--- config.mk ---
export PLATFORM = sky130hd
export DESIGN_NAME = pcie_err_classifier
export DESIGN_NICKNAME = d
export VERILOG_FILES = /design/src/pcie_err_pkg.sv /design/src/tlp_check_if.sv /design/src/pcie_err_classifier.sv /design/src/tlp_check.sv
export SDC_FILE = /design/constraint.sdc
export NUM_CORES = 1
export LEC_CHECK = 0
export BUFFER_PORTS_ARGS = -buffer_cell sky130_fd_sc_hd__buf_4
export CORE_MARGIN = 2
export CORE_UTILIZATION = 46
export DETAILED_ROUTE_END_ITERATION = 8
export GPL_ROUTABILITY_DRIVEN = 0
export GPL_TIMING_DRIVEN = 0
export PLACE_DENSITY = 0.92
export SYNTH_ARGS = -nofsm -noshare
export SYNTH_HDL_FRONTEND = slang
export SYNTH_SLANG_ARGS = --single-unit
--- constraint.sdc ---
create_clock -name clk_sys -period 5.5 [get_ports clk_sys]
set_input_delay 0.55 -clock clk_sys [delete_from_list [all_inputs] [get_ports clk_sys]]
set_output_delay 0.55 -clock clk_sys [all_outputs]
set_load 0.1 [all_outputs]
--- src/pcie_err_pkg.sv ---
package pcie_err_pkg;
  // Link sequence numbers wrap modulo 4096
  localparam int unsigned SEQ_W       = 12;
  // Half the sequence space: older values are duplicates
  localparam logic [11:0] SEQ_HALF    = 12'h800;
  localparam logic [11:0] SEQ_RESET   = 12'h000;
  // Last acknowledged value after reset is one below zero
  localparam logic [11:0] ACKD_RESET  = 12'hfff;
  localparam logic [11:0] SEQ_ONE     = 12'h001;
  localparam int unsigned CRC_W       = 32;
  // TLP length field and payload count in doublewords
  localparam int unsigned LEN_W       = 10;
  localparam int unsigned PAY_W       = 11;
  // A zero length field means the largest payload
  localparam logic [9:0]  LEN_ZERO    = 10'h000;
  localparam logic [10:0] LEN_MAX_DW  = 11'h400;
  // Transaction-layer debug status layout
  localparam int unsigned DBG_W       = 8;
  localparam int unsigned DBG_OVF_BIT = 0;
  localparam logic [7:0]  DBG_RESET   = 8'h00;
endpackage : pcie_err_pkg

--- src/tlp_check_if.sv ---
`timescale 1ns/1ns
`default_nettype none
// Per-packet CRC and length comparisons between classifier and checker
interface tlp_check_if;
  import pcie_err_pkg::*;
  logic [CRC_W-1:0] lcrc_rx;     // LCRC as received
  logic [CRC_W-1:0] lcrc_calc;   // LCRC computed locally
  logic             endb;        // Packet ended with ENDB
  logic [CRC_W-1:0] ecrc_rx;     // Digest as received
  logic [CRC_W-1:0] ecrc_calc;   // Digest computed locally
  logic             td;          // Header digest bit
  logic             ecrc_en;     // Digest checking enabled
  logic             has_data;    // Format says payload present
  logic [LEN_W-1:0] length;      // Length field
  logic [PAY_W-1:0] payload_dw;  // Doublewords actually received
  logic             nullified;   // Nullified packet, drop silently
  logic             lcrc_bad;    // Real LCRC error
  logic             ecrc_bad;    // Digest failure
  logic             len_bad;     // Length disagrees with payload
  modport classifier (output lcrc_rx, lcrc_calc, endb, ecrc_rx, ecrc_calc, td, ecrc_en,
                      has_data, length, payload_dw,
                      input  nullified, lcrc_bad, ecrc_bad, len_bad);
  modport compare    (input  lcrc_rx, lcrc_calc, endb, ecrc_rx, ecrc_calc, td, ecrc_en,
                      has_data, length, payload_dw,
                      output nullified, lcrc_bad, ecrc_bad, len_bad);
endinterface : tlp_check_if
`default_nettype wire

--- src/pcie_err_classifier.sv ---
`timescale 1ns/1ns
`default_nettype none
// What this block does
// - Symbol, disparity, decode, framing errors are correctable
// - Link training protocol violation is uncorrectable
// - Nullified ENDB packet dropped without error
// - Other bad LCRC is correctable
// - Unexpected non-duplicate sequence number is correctable
// - DLLP with failing CRC is correctable
// - Flow control init violation is uncorrectable
// - Stray acknowledge sequence number is uncorrectable
// - Surprise link-down fatal only when checking enabled
// - Poisoned: non-fatal at destination, advisory when forwarded
// - Check digest when enabled, log failing header
// - Digest failure at destination is non-fatal
// - Digest failure when forwarding is advisory correctable
// - Unsupported request logged; non-posted advisory, else non-fatal
// - No completer abort or completion timeout checks
// - Overflow sets debug flag, fatal, no header log
// - No flow control protocol error checking
// - Malformed packet is fatal with header logged
// - Length field versus payload mismatch is malformed
module pcie_err_classifier
  import pcie_err_pkg::*;
(
  input  wire logic             clk_sys,
  input  wire logic             sys_rst,
  // Physical layer events, one-cycle pulses
  input  wire logic             phy_invalid_symbol,
  input  wire logic             phy_disparity_err,
  input  wire logic             phy_decode_err,
  input  wire logic             phy_framing_err,
  input  wire logic             phy_train_violation,
  // Received TLP at the data link layer
  input  wire logic             dl_tlp_end,
  input  wire logic             dl_tlp_endb,
  input  wire logic [CRC_W-1:0] dl_lcrc_rx,
  input  wire logic [CRC_W-1:0] dl_lcrc_calc,
  input  wire logic [SEQ_W-1:0] dl_seq,
  // Received DLLPs
  input  wire logic             dl_dllp_end,
  input  wire logic             dl_dllp_crc_bad,
  // Flow control setup monitor
  input  wire logic             dl_fc_init_violation,
  // Acknowledge tracking against the transmit side
  input  wire logic             dl_ack_valid,
  input  wire logic [SEQ_W-1:0] dl_ack_seq,
  input  wire logic [SEQ_W-1:0] dl_next_tx_seq,
  // Link-down event and its enable
  input  wire logic             dl_surprise_down,
  input  wire logic             surprise_down_chk_en,
  // Transaction layer view of an accepted TLP
  input  wire logic             tl_valid,
  input  wire logic             tl_final_dest,
  input  wire logic             tl_poisoned,
  input  wire logic             tl_unsupported,
  input  wire logic             tl_non_posted,
  input  wire logic             tl_malformed,
  // Digest fields of the same packet
  input  wire logic             tl_td,
  input  wire logic [CRC_W-1:0] tl_ecrc_rx,
  input  wire logic [CRC_W-1:0] tl_ecrc_calc,
  // Payload size fields of the same packet
  input  wire logic             tl_has_data,
  input  wire logic [LEN_W-1:0] tl_length,
  input  wire logic [PAY_W-1:0] tl_payload_dw,
  // Static control, set by software
  input  wire logic             ecrc_chk_en,
  // Buffer overflow pulse, independent of packets
  input  wire logic             tl_rx_overflow,
  // Uncorrectable severity: high routes to fatal
  input  wire logic             uncor_sev_fatal,
  // Clears the overflow flag in debug status
  input  wire logic             dbg_clear,
  // Results toward error reporting
  output logic                  err_cor,
  output logic                  err_nonfatal,
  output logic                  err_fatal,
  output logic                  hdr_log,
  output logic                  tlp_discard,
  // Overflow flag lives in its own bit, the rest read zero
  output logic [DBG_W-1:0]      tl_debug_status
);

  // One comparison block serves both layers. The link fields and the
  // transaction fields arrive at different times, but each result is
  // only used while its own strobe is high, so sharing is safe.
  tlp_check_if chk ();  // Comparison results from the checker

  // Drive the checker; data link fields and transaction fields share it
  // Link CRC fields, qualified by the packet end strobe
  assign chk.lcrc_rx    = dl_lcrc_rx;
  assign chk.lcrc_calc  = dl_lcrc_calc;
  assign chk.endb       = dl_tlp_endb;
  // Digest fields, qualified by the transaction strobe
  assign chk.ecrc_rx    = tl_ecrc_rx;
  assign chk.ecrc_calc  = tl_ecrc_calc;
  assign chk.td         = tl_td;
  assign chk.ecrc_en    = ecrc_chk_en;
  // Length fields for the payload size check
  assign chk.has_data   = tl_has_data;
  assign chk.length     = tl_length;
  assign chk.payload_dw = tl_payload_dw;

  // Purely combinational; results settle within the same cycle
  tlp_check u_check (
    .chk (chk)
  );

  // Sequence tracking state
  // Receive and transmit sides are tracked independently
  logic [SEQ_W-1:0] next_rcv_seq;       // Expected receive sequence
  logic [SEQ_W-1:0] next_next_rcv_seq;
  logic [SEQ_W-1:0] ackd_seq;           // Last acknowledged value
  logic [SEQ_W-1:0] next_ackd_seq;
  // Distances wrap with the sequence space, so no wrap logic is needed
  logic [SEQ_W-1:0] rcv_dist;           // Distance from expected
  logic [SEQ_W-1:0] ack_dist;           // Ack distance past last acked
  logic [SEQ_W-1:0] out_dist;           // Outstanding span plus one
  // Error terms feed the classification below
  logic             seq_err;            // Out of order, not duplicate
  logic             ack_err;            // Ack neither outstanding nor last acked

  // Registered outputs and debug status
  logic             next_err_cor;
  logic             next_err_nonfatal;
  logic             next_err_fatal;
  logic             next_hdr_log;
  logic             next_tlp_discard;
  logic [DBG_W-1:0] next_tl_debug_status;

  // Per-cycle classification terms
  logic             phy_cor;            // Physical layer correctable
  logic             dl_cor;             // Data link correctable
  logic             uncor;              // Uncorrectable, severity pending
  logic             tl_nonfatal;        // Transaction layer non-fatal
  logic             tl_cor;             // Advisory correctable
  logic             tl_fatal;           // Transaction layer fatal
  logic             tl_log;             // Header must be logged
  logic             malformed;          // Any malformed verdict

  // Sequence number bookkeeping
  // Duplicates are told apart by half the sequence space
  always_comb begin
    // Defaults: hold state, no error
    next_next_rcv_seq = next_rcv_seq;
    next_ackd_seq     = ackd_seq;
    rcv_dist          = dl_seq - next_rcv_seq;
    ack_dist          = dl_ack_seq - ackd_seq;
    out_dist          = dl_next_tx_seq - ackd_seq;
    seq_err           = 1'b0;
    ack_err           = 1'b0;
    // Only good, non-nullified packets reach sequence checking
    if (dl_tlp_end && !chk.nullified && !chk.lcrc_bad) begin
      if (rcv_dist == SEQ_RESET) begin
        // In order: accept and advance
        next_next_rcv_seq = next_rcv_seq + SEQ_ONE;
      end else if (rcv_dist < SEQ_HALF) begin
        // Ahead of expected means packets were lost
        seq_err = 1'b1;
      end
      // Behind expected is a duplicate replay: dropped quietly
      // A gap of half the space or more reads as a replay
    end
    // Valid acks fall between last acked and last transmitted
    if (dl_ack_valid) begin
      if (ack_dist < out_dist) begin
        // Retires everything up to and including this one
        next_ackd_seq = dl_ack_seq;
      end else begin
        // Neither outstanding nor the last acked value
        ack_err = 1'b1;
      end
    end
  end

  // Layer by layer classification
  // A cycle may carry events of every layer at once
  always_comb begin
    // Receiver symbol level faults
    phy_cor  = phy_invalid_symbol || phy_disparity_err
               || phy_decode_err || phy_framing_err;

    // Link layer faults; a nullified packet raises nothing
    dl_cor   = (dl_tlp_end && chk.lcrc_bad)
               || seq_err
               || (dl_dllp_end && dl_dllp_crc_bad);

    // Protocol violations by the partner
    uncor    = phy_train_violation
               || dl_fc_init_violation
               || ack_err;

    // Length disagreement joins other malformed checks
    malformed = tl_valid && (tl_malformed || chk.len_bad);
    // Defaults: no transaction layer verdict
    tl_nonfatal = 1'b0;
    tl_cor      = 1'b0;
    tl_fatal    = 1'b0;
    tl_log      = 1'b0;
    // No completer abort or timeout: never a requester
    // No flow control protocol check exists here
    if (tl_valid) begin
      if (malformed) begin
        // Malformed overrides every other verdict
        tl_fatal = 1'b1;
        tl_log   = 1'b1;
      end else begin
        // Verdicts below may stack; the outputs OR them
        if (tl_poisoned) begin
          // Destination owns the data; forwarder only advises
          if (tl_final_dest) begin
            tl_nonfatal = 1'b1;
          end else begin
            // Forwarded poisoned data is only advisory
            tl_cor = 1'b1;
          end
          tl_log = 1'b1;
        end
        if (chk.ecrc_bad) begin
          // Forwarding case stays advisory correctable
          if (tl_final_dest) begin
            tl_nonfatal = 1'b1;
          end else begin
            // Final receiver reports it, so only advise here
            tl_cor = 1'b1;
          end
          tl_log = 1'b1;
        end
        if (tl_unsupported) begin
          // Requester learns via completion, so advisory only
          if (tl_non_posted) begin
            tl_cor = 1'b1;
          end else begin
            // Posted request: nobody else will report it
            tl_nonfatal = 1'b1;
          end
          tl_log = 1'b1;
        end
      end
    end
    // Overflow is fatal but the header may be lost, so no log
    // It shares the fatal pulse with any other fatal event
    if (tl_rx_overflow) begin
      tl_fatal = 1'b1;
    end
  end

  // Merge into severity pulses and debug status
  // One pulse per output per cycle, however many causes
  always_comb begin
    // Correctable from every layer
    next_err_cor      = phy_cor || dl_cor || tl_cor;
    // Uncorrectable split by the chosen severity
    next_err_nonfatal = tl_nonfatal || (uncor && !uncor_sev_fatal);
    // Surprise down stays silent unless enabled
    next_err_fatal    = tl_fatal || (uncor && uncor_sev_fatal)
                        || (dl_surprise_down && surprise_down_chk_en);
    // Only the transaction layer logs headers
    next_hdr_log      = tl_log;
    // Nullified packets are dropped, nothing more
    next_tlp_discard  = dl_tlp_end && chk.nullified;
    // Debug status keeps its value unless changed below
    next_tl_debug_status = tl_debug_status;
    // Clear first so a same-cycle overflow still sets the flag
    // Set wins over clear, so no overflow goes unseen
    if (dbg_clear) begin
      next_tl_debug_status[DBG_OVF_BIT] = 1'b0;
    end
    if (tl_rx_overflow) begin
      next_tl_debug_status[DBG_OVF_BIT] = 1'b1;
    end
  end

  // Register all state; outputs pulse one cycle after the event
  // Synchronous reset, so every register sees the same edge
  always_ff @(posedge clk_sys) begin
    if (sys_rst) begin
      // Expect sequence zero, nothing acknowledged yet
      next_rcv_seq    <= SEQ_RESET;
      ackd_seq        <= ACKD_RESET;
      err_cor         <= 1'b0;
      err_nonfatal    <= 1'b0;
      err_fatal       <= 1'b0;
      hdr_log         <= 1'b0;
      tlp_discard     <= 1'b0;
      tl_debug_status <= DBG_RESET;
    end else begin
      // Pulses last one cycle because next values are
      // recomputed from fresh inputs every cycle
      next_rcv_seq    <= next_next_rcv_seq;
      ackd_seq        <= next_ackd_seq;
      err_cor         <= next_err_cor;
      err_nonfatal    <= next_err_nonfatal;
      err_fatal       <= next_err_fatal;
      hdr_log         <= next_hdr_log;
      tlp_discard     <= next_tlp_discard;
      tl_debug_status <= next_tl_debug_status;
    end
  end

endmodule : pcie_err_classifier
`default_nettype wire

--- src/tlp_check.sv ---
`timescale 1ns/1ns
`default_nettype none
// Pure comparisons; the classifier registers the results
module tlp_check
  import pcie_err_pkg::*;
(
  tlp_check_if.compare chk
);
  logic [PAY_W-1:0] expect_dw;  // Payload size the length field implies

  // Nullify, CRC and length comparisons
  always_comb begin
    // ENDB with inverted LCRC is a deliberate nullify
    chk.nullified = chk.endb && (chk.lcrc_rx == ~chk.lcrc_calc);
    // Any other mismatch is a true link error
    chk.lcrc_bad  = !chk.nullified && (chk.lcrc_rx != chk.lcrc_calc);
    // Digest only checked when enabled and present
    chk.ecrc_bad  = chk.ecrc_en && chk.td && (chk.ecrc_rx != chk.ecrc_calc);
    // Zero length field stands for the largest payload
    if (chk.length == LEN_ZERO) begin
      expect_dw = LEN_MAX_DW;
    end else begin
      expect_dw = {1'b0, chk.length};
    end
    chk.len_bad   = chk.has_data && (expect_dw != chk.payload_dw);
  end
endmodule : tlp_check
`default_nettype wire

Word-level counts from Yosys, hierarchy flattened. Cells that the tools add are included.

Register bits after elaboration: 30.

Reductions and logical operators: 36. Magnitude comparators: 2. $add $sub $neg: 4. Bitwise logic cells: 2. Mux-type cells: 31. Eq/ne operators: 4.

Operator list (number): 32-bit != test (2); 12-bit subtractor (3); 32-bit equality test (1); 32-bit NOT (1); 1-bit 2-to-1 mux (30); 1-bit logical AND (14); 1-bit logical OR (13); 12-bit by 1-bit adder with 12-bit output, second input constant (1); 12-bit logical NOT (1); 12-bit < comparator (1); 12-bit < comparator, second input constant (1); 11-bit 2-to-1 mux (1); 11-bit != test (1); 10-bit logical NOT (1); 2-bit AND reduction (2); 1-bit logical NOT (3); 2-bit nonzero test (1); 2-bit OR reduction (1); 1-bit NOT (1).

Logic depth before layout (Yosys ltp). Gate-level depths: netlist (run 1).

Word-level depth: 12. Depth in mapped cells: 20.

Modules after synthesis. A second synthesis (run 1) with hierarchy kept.

Cells, all modules: 521. Area, all modules: 4170.2 um^2.

Modules (own cells, without submodules): pcie_err_classifier (area an instance 3206.8 um^2, sequential area each 600.6 um^2, cells each 400, times used 1); tlp_check (area an instance 963.4 um^2, sequential area each 0.0 um^2, cells each 121, times used 1).

Worst setup path before layout (run 1). OpenSTA, ideal clock, no wires.

Kind: input-to-reg. From: input port dl_ack_seq[0]. To: register ackd_seq[11]. Setup time: 0.129 ns. Path slack: 1.315 ns. Arrival time: 4.055 ns. Stages on the path: 20. Path buffers: 1. Required time: 5.371 ns. Cell sequence: inv_1 > ha_1 > inv_1 > fa_1 > a21o_1 > a21oi_1 > o21bai_1 > a21oi_1 > o21ai_0 > a21o_1 > a21oi_1 > xnor2_1 > ha_1 > or4_1 > a211oi_1 > o21a_1 > o21ai_1 > clkbuf_1 > mux2i_1 > nand2_1.

Cells in the longest elaborated chain, start to end: 3.

Ends and longest elaborated chain: start: declaration (RTL line pcie_err_classifier.sv:47) `input wire logic [SEQ_W-1:0] dl_ack_seq,`; 12-bit subtractor (RTL line pcie_err_classifier.sv:149) `ack_dist = dl_ack_seq - ackd_seq;`; 12-bit < comparator (RTL line pcie_err_classifier.sv:167) `if (ack_dist < out_dist) begin`; 2-bit AND reduction (no line); end signal: assignment (RTL line pcie_err_classifier.sv:292) `ackd_seq <= next_ackd_seq;`; end: declaration (RTL line pcie_err_classifier.sv:114) `logic [SEQ_W-1:0] ackd_seq;`.

No other way between the ends. A chain may end at the register's enable or synchronous reset.

Worst setup path in the final report (run 1).
From: input port dl_ack_seq[0]. To: register ackd_seq[7].

Same word-level chain as after synthesis.

==> reports/summary.txt, run 1 <==
number of nets in the finished design: 999
Layout area overhead: 46.1%
slew at the pin closest to its max-slew limit: 0.668 ns
fraction of post-synthesis cell area in the top cell type by area: 14.8%
Worst Hold Endpoint: ackd_seq[3]
CTS root buf: sky130_fd_sc_hd__clkbuf_8
Final Cycle Share: 82.8%
beginning of the worst register-to-register path: ackd_seq[0]
relative slew slack: 55.5%
Net Sw Power: 0.794 mW
core area: 8640 um2
non-filler instance count after layout: 848
prevailing post-synth register cell: sky130_fd_sc_hd__dfxtp_1
total power divided by cell area: 305 nW/um2
Post-Syn Area per Cell: 7.95 um2
buffers inserted by post-CTS timing repair: 0
maximum level of the CTS H-tree: 2
Reg2Reg Depth: 19
Min Clock Period, post-route: 4.55 ns
wire length per cell after detailed routing: 16.3 um
number of library cell types mapped by synthesis: 56
number of enable flip-flop cells after synthesis: 0
Worst Hold Path Cells: 2
area enclosed by the die boundary: 9580 um2
number of hold violations in the final report: 0
x dimension of the die: 97.9 um
uppermost layer routed: met4
category of the worst setup path capture point: flip-flop
Hold Startpoint: ackd_seq[3]
met3 wire len: 1.45 mm
number of vias per cell: 5.48
GRT Util Overall: 28.5%
most common cell in the synthesized netlist: sky130_fd_sc_hd__xnor2_1
Synth area leaders: sky130_fd_sc_hd__dfxtp_1, sky130_fd_sc_hd__ha_1, sky130_fd_sc_hd__xnor2_1
worst setup slack for register-to-register paths: 1.02 ns
flops & latches, synth: 30
type of the setup path with the least slack: primary input to flip-flop
post-synth top area cell: sky130_fd_sc_hd__dfxtp_1
number of buffers between clock root and the deepest sink: 2
maximum clock rate: 220 MHz
Antenna Nets Post-Route: 0
fraction of synthesis flops using an asynchronous set or reset pin: 0%
global-route wire length before repair: 22.4 mm
total power consumption of the routed design: 1.81 mW
Leak Pwr: 3.01 nW
clock transition time at the flip-flop clock pins of the worst setup and hold paths: 0.07 ns
Slew Limit Fails: 0
Worst EP required: 5.65 ns
number of top-level pins: 225
sequential area share after synthesis: 14.8%
ANT cells: 0
number of global-route vias before repair: 4833
combined area of the multi-input logic cells: 3220 um2
data arrival time at the worst-slack endpoint: 4.70 ns
instance count of the mapped netlist: 510
Die Y: 97.9 um
Resized Gates After CTS: 0
filler cell count: 700
Skew-Pair Late Insertion Delay: 0.28 ns
Cell Area, Synth: 4050 um2
TritonCTS clock tree: built
portion of total power attributed to combinational logic: 74.0%
setup repair after global routing missed its margin: no
DR vias: 4644
number of iterations in the first detailed-routing pass: 7
Remaining Overflow, GRT: 0
total negative slack for setup checks: 0 ns
sum of met2 wire segment lengths after detailed routing: 6.72 mm
status: finished, final reports clean
initial core utilization: 46.9%
number of clock buffers inserted by TritonCTS: 5
final design utilization: 68.6%
Synth Warn #: 0
Final Setup Violations: 0
detailed-route wire length on metal 1: 5.42 mm
Seq. cell area: 601 um2
class of the tightest hold or removal check: flip-flop to flip-flop
maximum fanout along the worst path: 10
Synth top cells by count: sky130_fd_sc_hd__xnor2_1, sky130_fd_sc_hd__ha_1, sky130_fd_sc_hd__nor2_1
number of violations reported at the end of detailed-routing iteration 0: 215
IR Drop Worst-Case VDD: 0.192 mV
internal portion of total power: 1.01 mW
R2R Path End: ackd_seq[7]
Net Sw Frac: 43.9%
fraction of layout cells with a size suffix above 1: 32.4%
Critical Path Start: dl_ack_seq[0]
number of buffers inserted for hold repair after clock tree synthesis: 0
max capacitance violation total: 0
number of antenna violations at the first check in global routing: 0
count of unresolved DRC violations after routing: 0
Worst Clk Skew: 0.00575 ns
total half-perimeter wirelength after legalization and detailed placement: 12.2 mm
Routed Wire Length: 13.8 mm
sequential power share: 16.0%
number of port buffers: 216
# placed instances: 840
Cell Rows: 34
number of clock sinks seen by CTS: 30
Fin Hold WS: 0.477 ns
Worst Setup Start Kind: primary input
clock network fraction of design power: 10.0%
largest net degree at the start of global routing: 11
==> sequential cells by signal (all words and copies together) (netlist names) <==
register,cells
tl_debug_status,1
ackd_seq,12
tlp_discard,1
err_fatal,1
hdr_log,1
err_cor,1
err_nonfatal,1
next_rcv_seq,12
==> area by class of cell <==
| cell class | instances | share of cell area (%) |
|---|---|---|
| buffer | 15 | 1.56 |
| clock buffer | 7 | 1.46 |
| clock inverter | 1 | 0.0845 |
| inverter | 43 | 2.72 |
| multi-input combinational | 428 | 54.4 |
| sequential | 30 | 10.1 |
| tap | 108 | 2.28 |
| timing repair buffer | 216 | 27.4 |
==> power by group through the flow <==
stage                     registers, mW  clock network, mW  logic (mW)
after global placement            0.291                  0        1.25
after global routing              0.296              0.199        1.50
after CTS                         0.290              0.187        1.34
after floorplan                   0.312                  0       0.964
after detailed placement          0.294                  0        1.33
final                             0.289              0.181        1.34
==> worst max-delay path by stage <==
stage,end,cells after the start
after floorplan,ackd_seq[11],20
after global placement,ackd_seq[1],21
after detailed placement,ackd_seq[7],21
after CTS,ackd_seq[7],21
after global routing,ackd_seq[4],21
final,ackd_seq[7],21
==> cell usage in the layout, fill, tap and decap left out, types with 6 or more instances in the layout <==
cell type and instances:
sky130_fd_sc_hd__a21o_1 11, sky130_fd_sc_hd__a21oi_1 26, sky130_fd_sc_hd__a311oi_1 9, sky130_fd_sc_hd__a41o_1 9, sky130_fd_sc_hd__and3_1 6, sky130_fd_sc_hd__buf_4 223
sky130_fd_sc_hd__clkbuf_8 6, sky130_fd_sc_hd__conb_1 7, sky130_fd_sc_hd__dfxtp_1 30, sky130_fd_sc_hd__ha_1 45, sky130_fd_sc_hd__inv_1 43, sky130_fd_sc_hd__mux2i_1 14
sky130_fd_sc_hd__nand2_1 26, sky130_fd_sc_hd__nand3_1 7, sky130_fd_sc_hd__nand4_1 21, sky130_fd_sc_hd__nor2_1 44, sky130_fd_sc_hd__nor2b_1 6, sky130_fd_sc_hd__nor3_1 11
sky130_fd_sc_hd__nor4_1 12, sky130_fd_sc_hd__o21ai_0 13, sky130_fd_sc_hd__o21ai_1 6, sky130_fd_sc_hd__o21bai_1 7, sky130_fd_sc_hd__xnor2_1 59, sky130_fd_sc_hd__xor2_1 42
==> cells by family (layout without fill, tap and decap cells) <==
kind of cell,count (synthesis),in the layout,share of synthesized area [%]
flip-flops,30,30,14.8
buffers and inverters,58,282,6.27
adder cells (fa/ha/maj),48,48,15.4
AND/OR/NAND/NOR,146,146,18.2
other,1,7,0.0925
XOR/XNOR,101,101,21.8
multiplexers,17,17,4.38
AO/OA/AOI/OAI,109,109,19.1
==> critical path: stages <==
cell	delay, ns
sky130_fd_sc_hd__buf_4	0.10
sky130_fd_sc_hd__inv_1	0.07
sky130_fd_sc_hd__ha_1	0.14
sky130_fd_sc_hd__inv_1	0.05
sky130_fd_sc_hd__fa_1	0.39
sky130_fd_sc_hd__a21o_1	0.17
sky130_fd_sc_hd__a21oi_1	0.21
sky130_fd_sc_hd__o21bai_1	0.09
sky130_fd_sc_hd__a21oi_1	0.23
sky130_fd_sc_hd__o21ai_0	0.18
sky130_fd_sc_hd__a21o_1	0.20
sky130_fd_sc_hd__a21oi_1	0.18
sky130_fd_sc_hd__xnor2_1	0.10
sky130_fd_sc_hd__ha_1	0.21
sky130_fd_sc_hd__or4_1	0.49
sky130_fd_sc_hd__a211oi_1	0.24
sky130_fd_sc_hd__o21a_1	0.21
sky130_fd_sc_hd__o21ai_1	0.18
sky130_fd_sc_hd__clkbuf_1	0.35
sky130_fd_sc_hd__mux2i_1	0.26
sky130_fd_sc_hd__nand2_1	0.08
==> per-layer routing <==
| layer | vias up | track usage [%] |
|---|---|---|
| li1 | 2268 | - |
| met1 | 2124 | 35.6 |
| met2 | 226 | 49.5 |
| met3 | 26 | 7.37 |
| met4 | 0 | 6.41 |
| met5 | - | 0 |
==> stage by stage <==
step / instance area [um2] / setup slack [ns]
finish: 5920 / 0.945
global route: 5920 / 0.618
CTS: 5920 / 0.946
detailed placement: 5830 / 0.660
global placement: 5830 / 0.803
floorplan: 4080 / 1.32
No activity file was read; power rests on OpenSTA's default activity.
==> run 2, diff against run 1 <==
==> constraint.sdc (replaced) <==
create_clock -name clk_sys -period 4.4 [get_ports clk_sys]
set_input_delay 0.44 -clock clk_sys [delete_from_list [all_inputs] [get_ports clk_sys]]
set_output_delay 0.44 -clock clk_sys [all_outputs]
set_load 0.1 [all_outputs]
==> reports/summary.txt, run 2 (synthesis gave the netlist of run 1 again) <==
status: finished, final reports clean
total power consumption of the routed design: 2.30 mW
slew at the pin closest to its max-slew limit: 0.545 ns
core area: 8640 um2
non-filler instance count after layout: 848
clock transition time at the flip-flop clock pins of the worst setup and hold paths: 0.07 ns
number of violations reported at the end of detailed-routing iteration 0: 216
Worst Hold Endpoint: ackd_seq[11]
number of iterations in the first detailed-routing pass: 7
buffers inserted by post-CTS timing repair: 0
Routed Wire Length: 13.9 mm
most frequent standard cell in the layout excluding fill and tap cells: sky130_fd_sc_hd__buf_4
TritonCTS clock tree: built
Die Y: 97.9 um
class of the tightest hold or removal check: primary input to flip-flop
number of nets in the finished design: 999
Worst Clk Skew: 0.00529 ns
fraction of layout cells with a size suffix above 1: 33.2%
post-placement worst setup slack: -0.330 ns
leading registers by flop count: ackd_seq: 12 flops, next_rcv_seq: 12 flops
total power divided by cell area: 387 nW/um2
worst setup slack for register-to-register paths: 0.27 ns
Seq. cell area: 601 um2
R2R Path End: ackd_seq[7]
Antenna Nets Post-Route: 0
Critical Path Start: ackd_seq[1]
Worst Hold Path Cells: 3
Leak Pwr: 3.02 nW
count of unresolved DRC violations after routing: 0
Worst Setup Start Kind: flip-flop
number of antenna violations at the first check in global routing: 0
Reg2Reg Depth: 17
number of port buffers: 216
Slew Limit Fails: 0
maximum clock rate: 242 MHz
maximum fanout along the worst path: 10
x dimension of the die: 97.9 um
number of global-route vias before repair: 4833
area enclosed by the die boundary: 9580 um2
Min Clock Period, post-route: 4.13 ns
max capacitance violation total: 0
number of clock buffers inserted by TritonCTS: 5
initial core utilization: 46.9%
number of clock sinks seen by CTS: 30
relative slew slack: 63.4%
Cell Rows: 34
GRT Util Overall: 28.5%
Final Cycle Share: 94.0%
wire length per cell after detailed routing: 16.4 um
Final Setup Violations: 0
number of hold violations in the final report: 0
Layout area overhead: 46.7%
Remaining Overflow, GRT: 0
Worst EP required: 4.55 ns
filler cell count: 695
Skew-Pair Late Insertion Delay: 0.28 ns
# placed instances: 840
maximum level of the CTS H-tree: 2
IR Drop Worst-Case VDD: 0.230 mV
commonest cells after routing, fill and taps aside: sky130_fd_sc_hd__buf_4, sky130_fd_sc_hd__xnor2_1, sky130_fd_sc_hd__ha_1, sky130_fd_sc_hd__nor2_1, sky130_fd_sc_hd__inv_1
global-route wire length before repair: 22.4 mm
CTS root buf: sky130_fd_sc_hd__clkbuf_8
number of top-level pins: 225
data arrival time at the worst-slack endpoint: 4.28 ns
combined area of the multi-input logic cells: 3240 um2
beginning of the worst register-to-register path: ackd_seq[1]
number of buffers between clock root and the deepest sink: 2
category of the worst setup path capture point: flip-flop
placement-stage cell area: 5830 um2
type of the setup path with the least slack: flip-flop to flip-flop
ANT cells: 0
final worst setup slack: 0.265 ns
number of vias per cell: 5.49
largest net degree at the start of global routing: 11
DR vias: 4658
Hold Startpoint: dl_ack_seq[11]
final design instance area without fill: 5950 um2
total half-perimeter wirelength after legalization and detailed placement: 12.2 mm
-- run 2: area by class of cell --
cell class | count | share of cell area [%]
Multi-Input combinational cell | 428 | 54.5
Clock inverter | 1 | 0.0842
Buffer | 15 | 1.62
Tap cell | 108 | 2.27
Sequential cell | 30 | 10.1
Inverter | 43 | 2.71
Timing Repair Buffer | 216 | 27.3
Clock buffer | 7 | 1.45
-- run 2: how the worst max path moves through the flow --
stage                        end  slack [ns]  depth (start not counted)
floorplan           ackd_seq[11]        0.33                         20
global placement     ackd_seq[1]       -0.19                         21
detailed placement   ackd_seq[7]       -0.33                         21
CTS                  ackd_seq[7]        0.05                         19
global route         ackd_seq[4]      -0.001                         19
finish               ackd_seq[7]        0.27                         17
-- run 2: what timing repair did --
item,in CTS,in global routing
hold buffers,0,0
gates resized for setup,2,6
setup endpoints to repair,9,10
-- run 2: stage by stage --
step	hold slack [ns]	util, %	TNS (ns)
finish	0.390	68.9	0
floorplan	0.445	-	0
global route	0.388	68.9	-0.00148
detailed placement	0.465	67.5	-2.68
global placement	0.459	67.5	-1.61
CTS	0.379	68.6	0
-- run 2: where the power goes --
part / leakage, nW / switching [mW] / internal, mW / total [mW]
registers: 0.246 / 0.0310 / 0.330 / 0.361
logic: 2.72 / 0.882 / 0.830 / 1.71
clock network: 0.0482 / 0.101 / 0.126 / 0.226
total: 3.02 / 1.01 / 1.29 / 2.30
-- run 2: worst max-delay path, cell delays in order (launching register included) --
cell                       delay (ns)
sky130_fd_sc_hd__dfxtp_1         0.32
sky130_fd_sc_hd__inv_1           0.10
sky130_fd_sc_hd__ha_1            0.29
sky130_fd_sc_hd__a21o_1          0.18
sky130_fd_sc_hd__a21oi_1         0.22
sky130_fd_sc_hd__o21bai_1        0.11
sky130_fd_sc_hd__a31oi_1         0.25
sky130_fd_sc_hd__o21ai_0         0.17
sky130_fd_sc_hd__o41ai_1         0.40
sky130_fd_sc_hd__xnor2_1         0.12
sky130_fd_sc_hd__ha_1            0.23
sky130_fd_sc_hd__or4_1           0.54
sky130_fd_sc_hd__a211oi_1        0.24
sky130_fd_sc_hd__o21a_1          0.23
sky130_fd_sc_hd__o21ai_2         0.12
sky130_fd_sc_hd__buf_4           0.21
sky130_fd_sc_hd__mux2i_1         0.17
sky130_fd_sc_hd__nand2_1         0.08
-- run 2: layer usage --
layer / global-route usage (%) / wire length (um)
met2: 49.5 / 6700
met4: 6.41 / 280
met1: 35.6 / 5480
met3: 7.37 / 1420
met5: 0 / 0
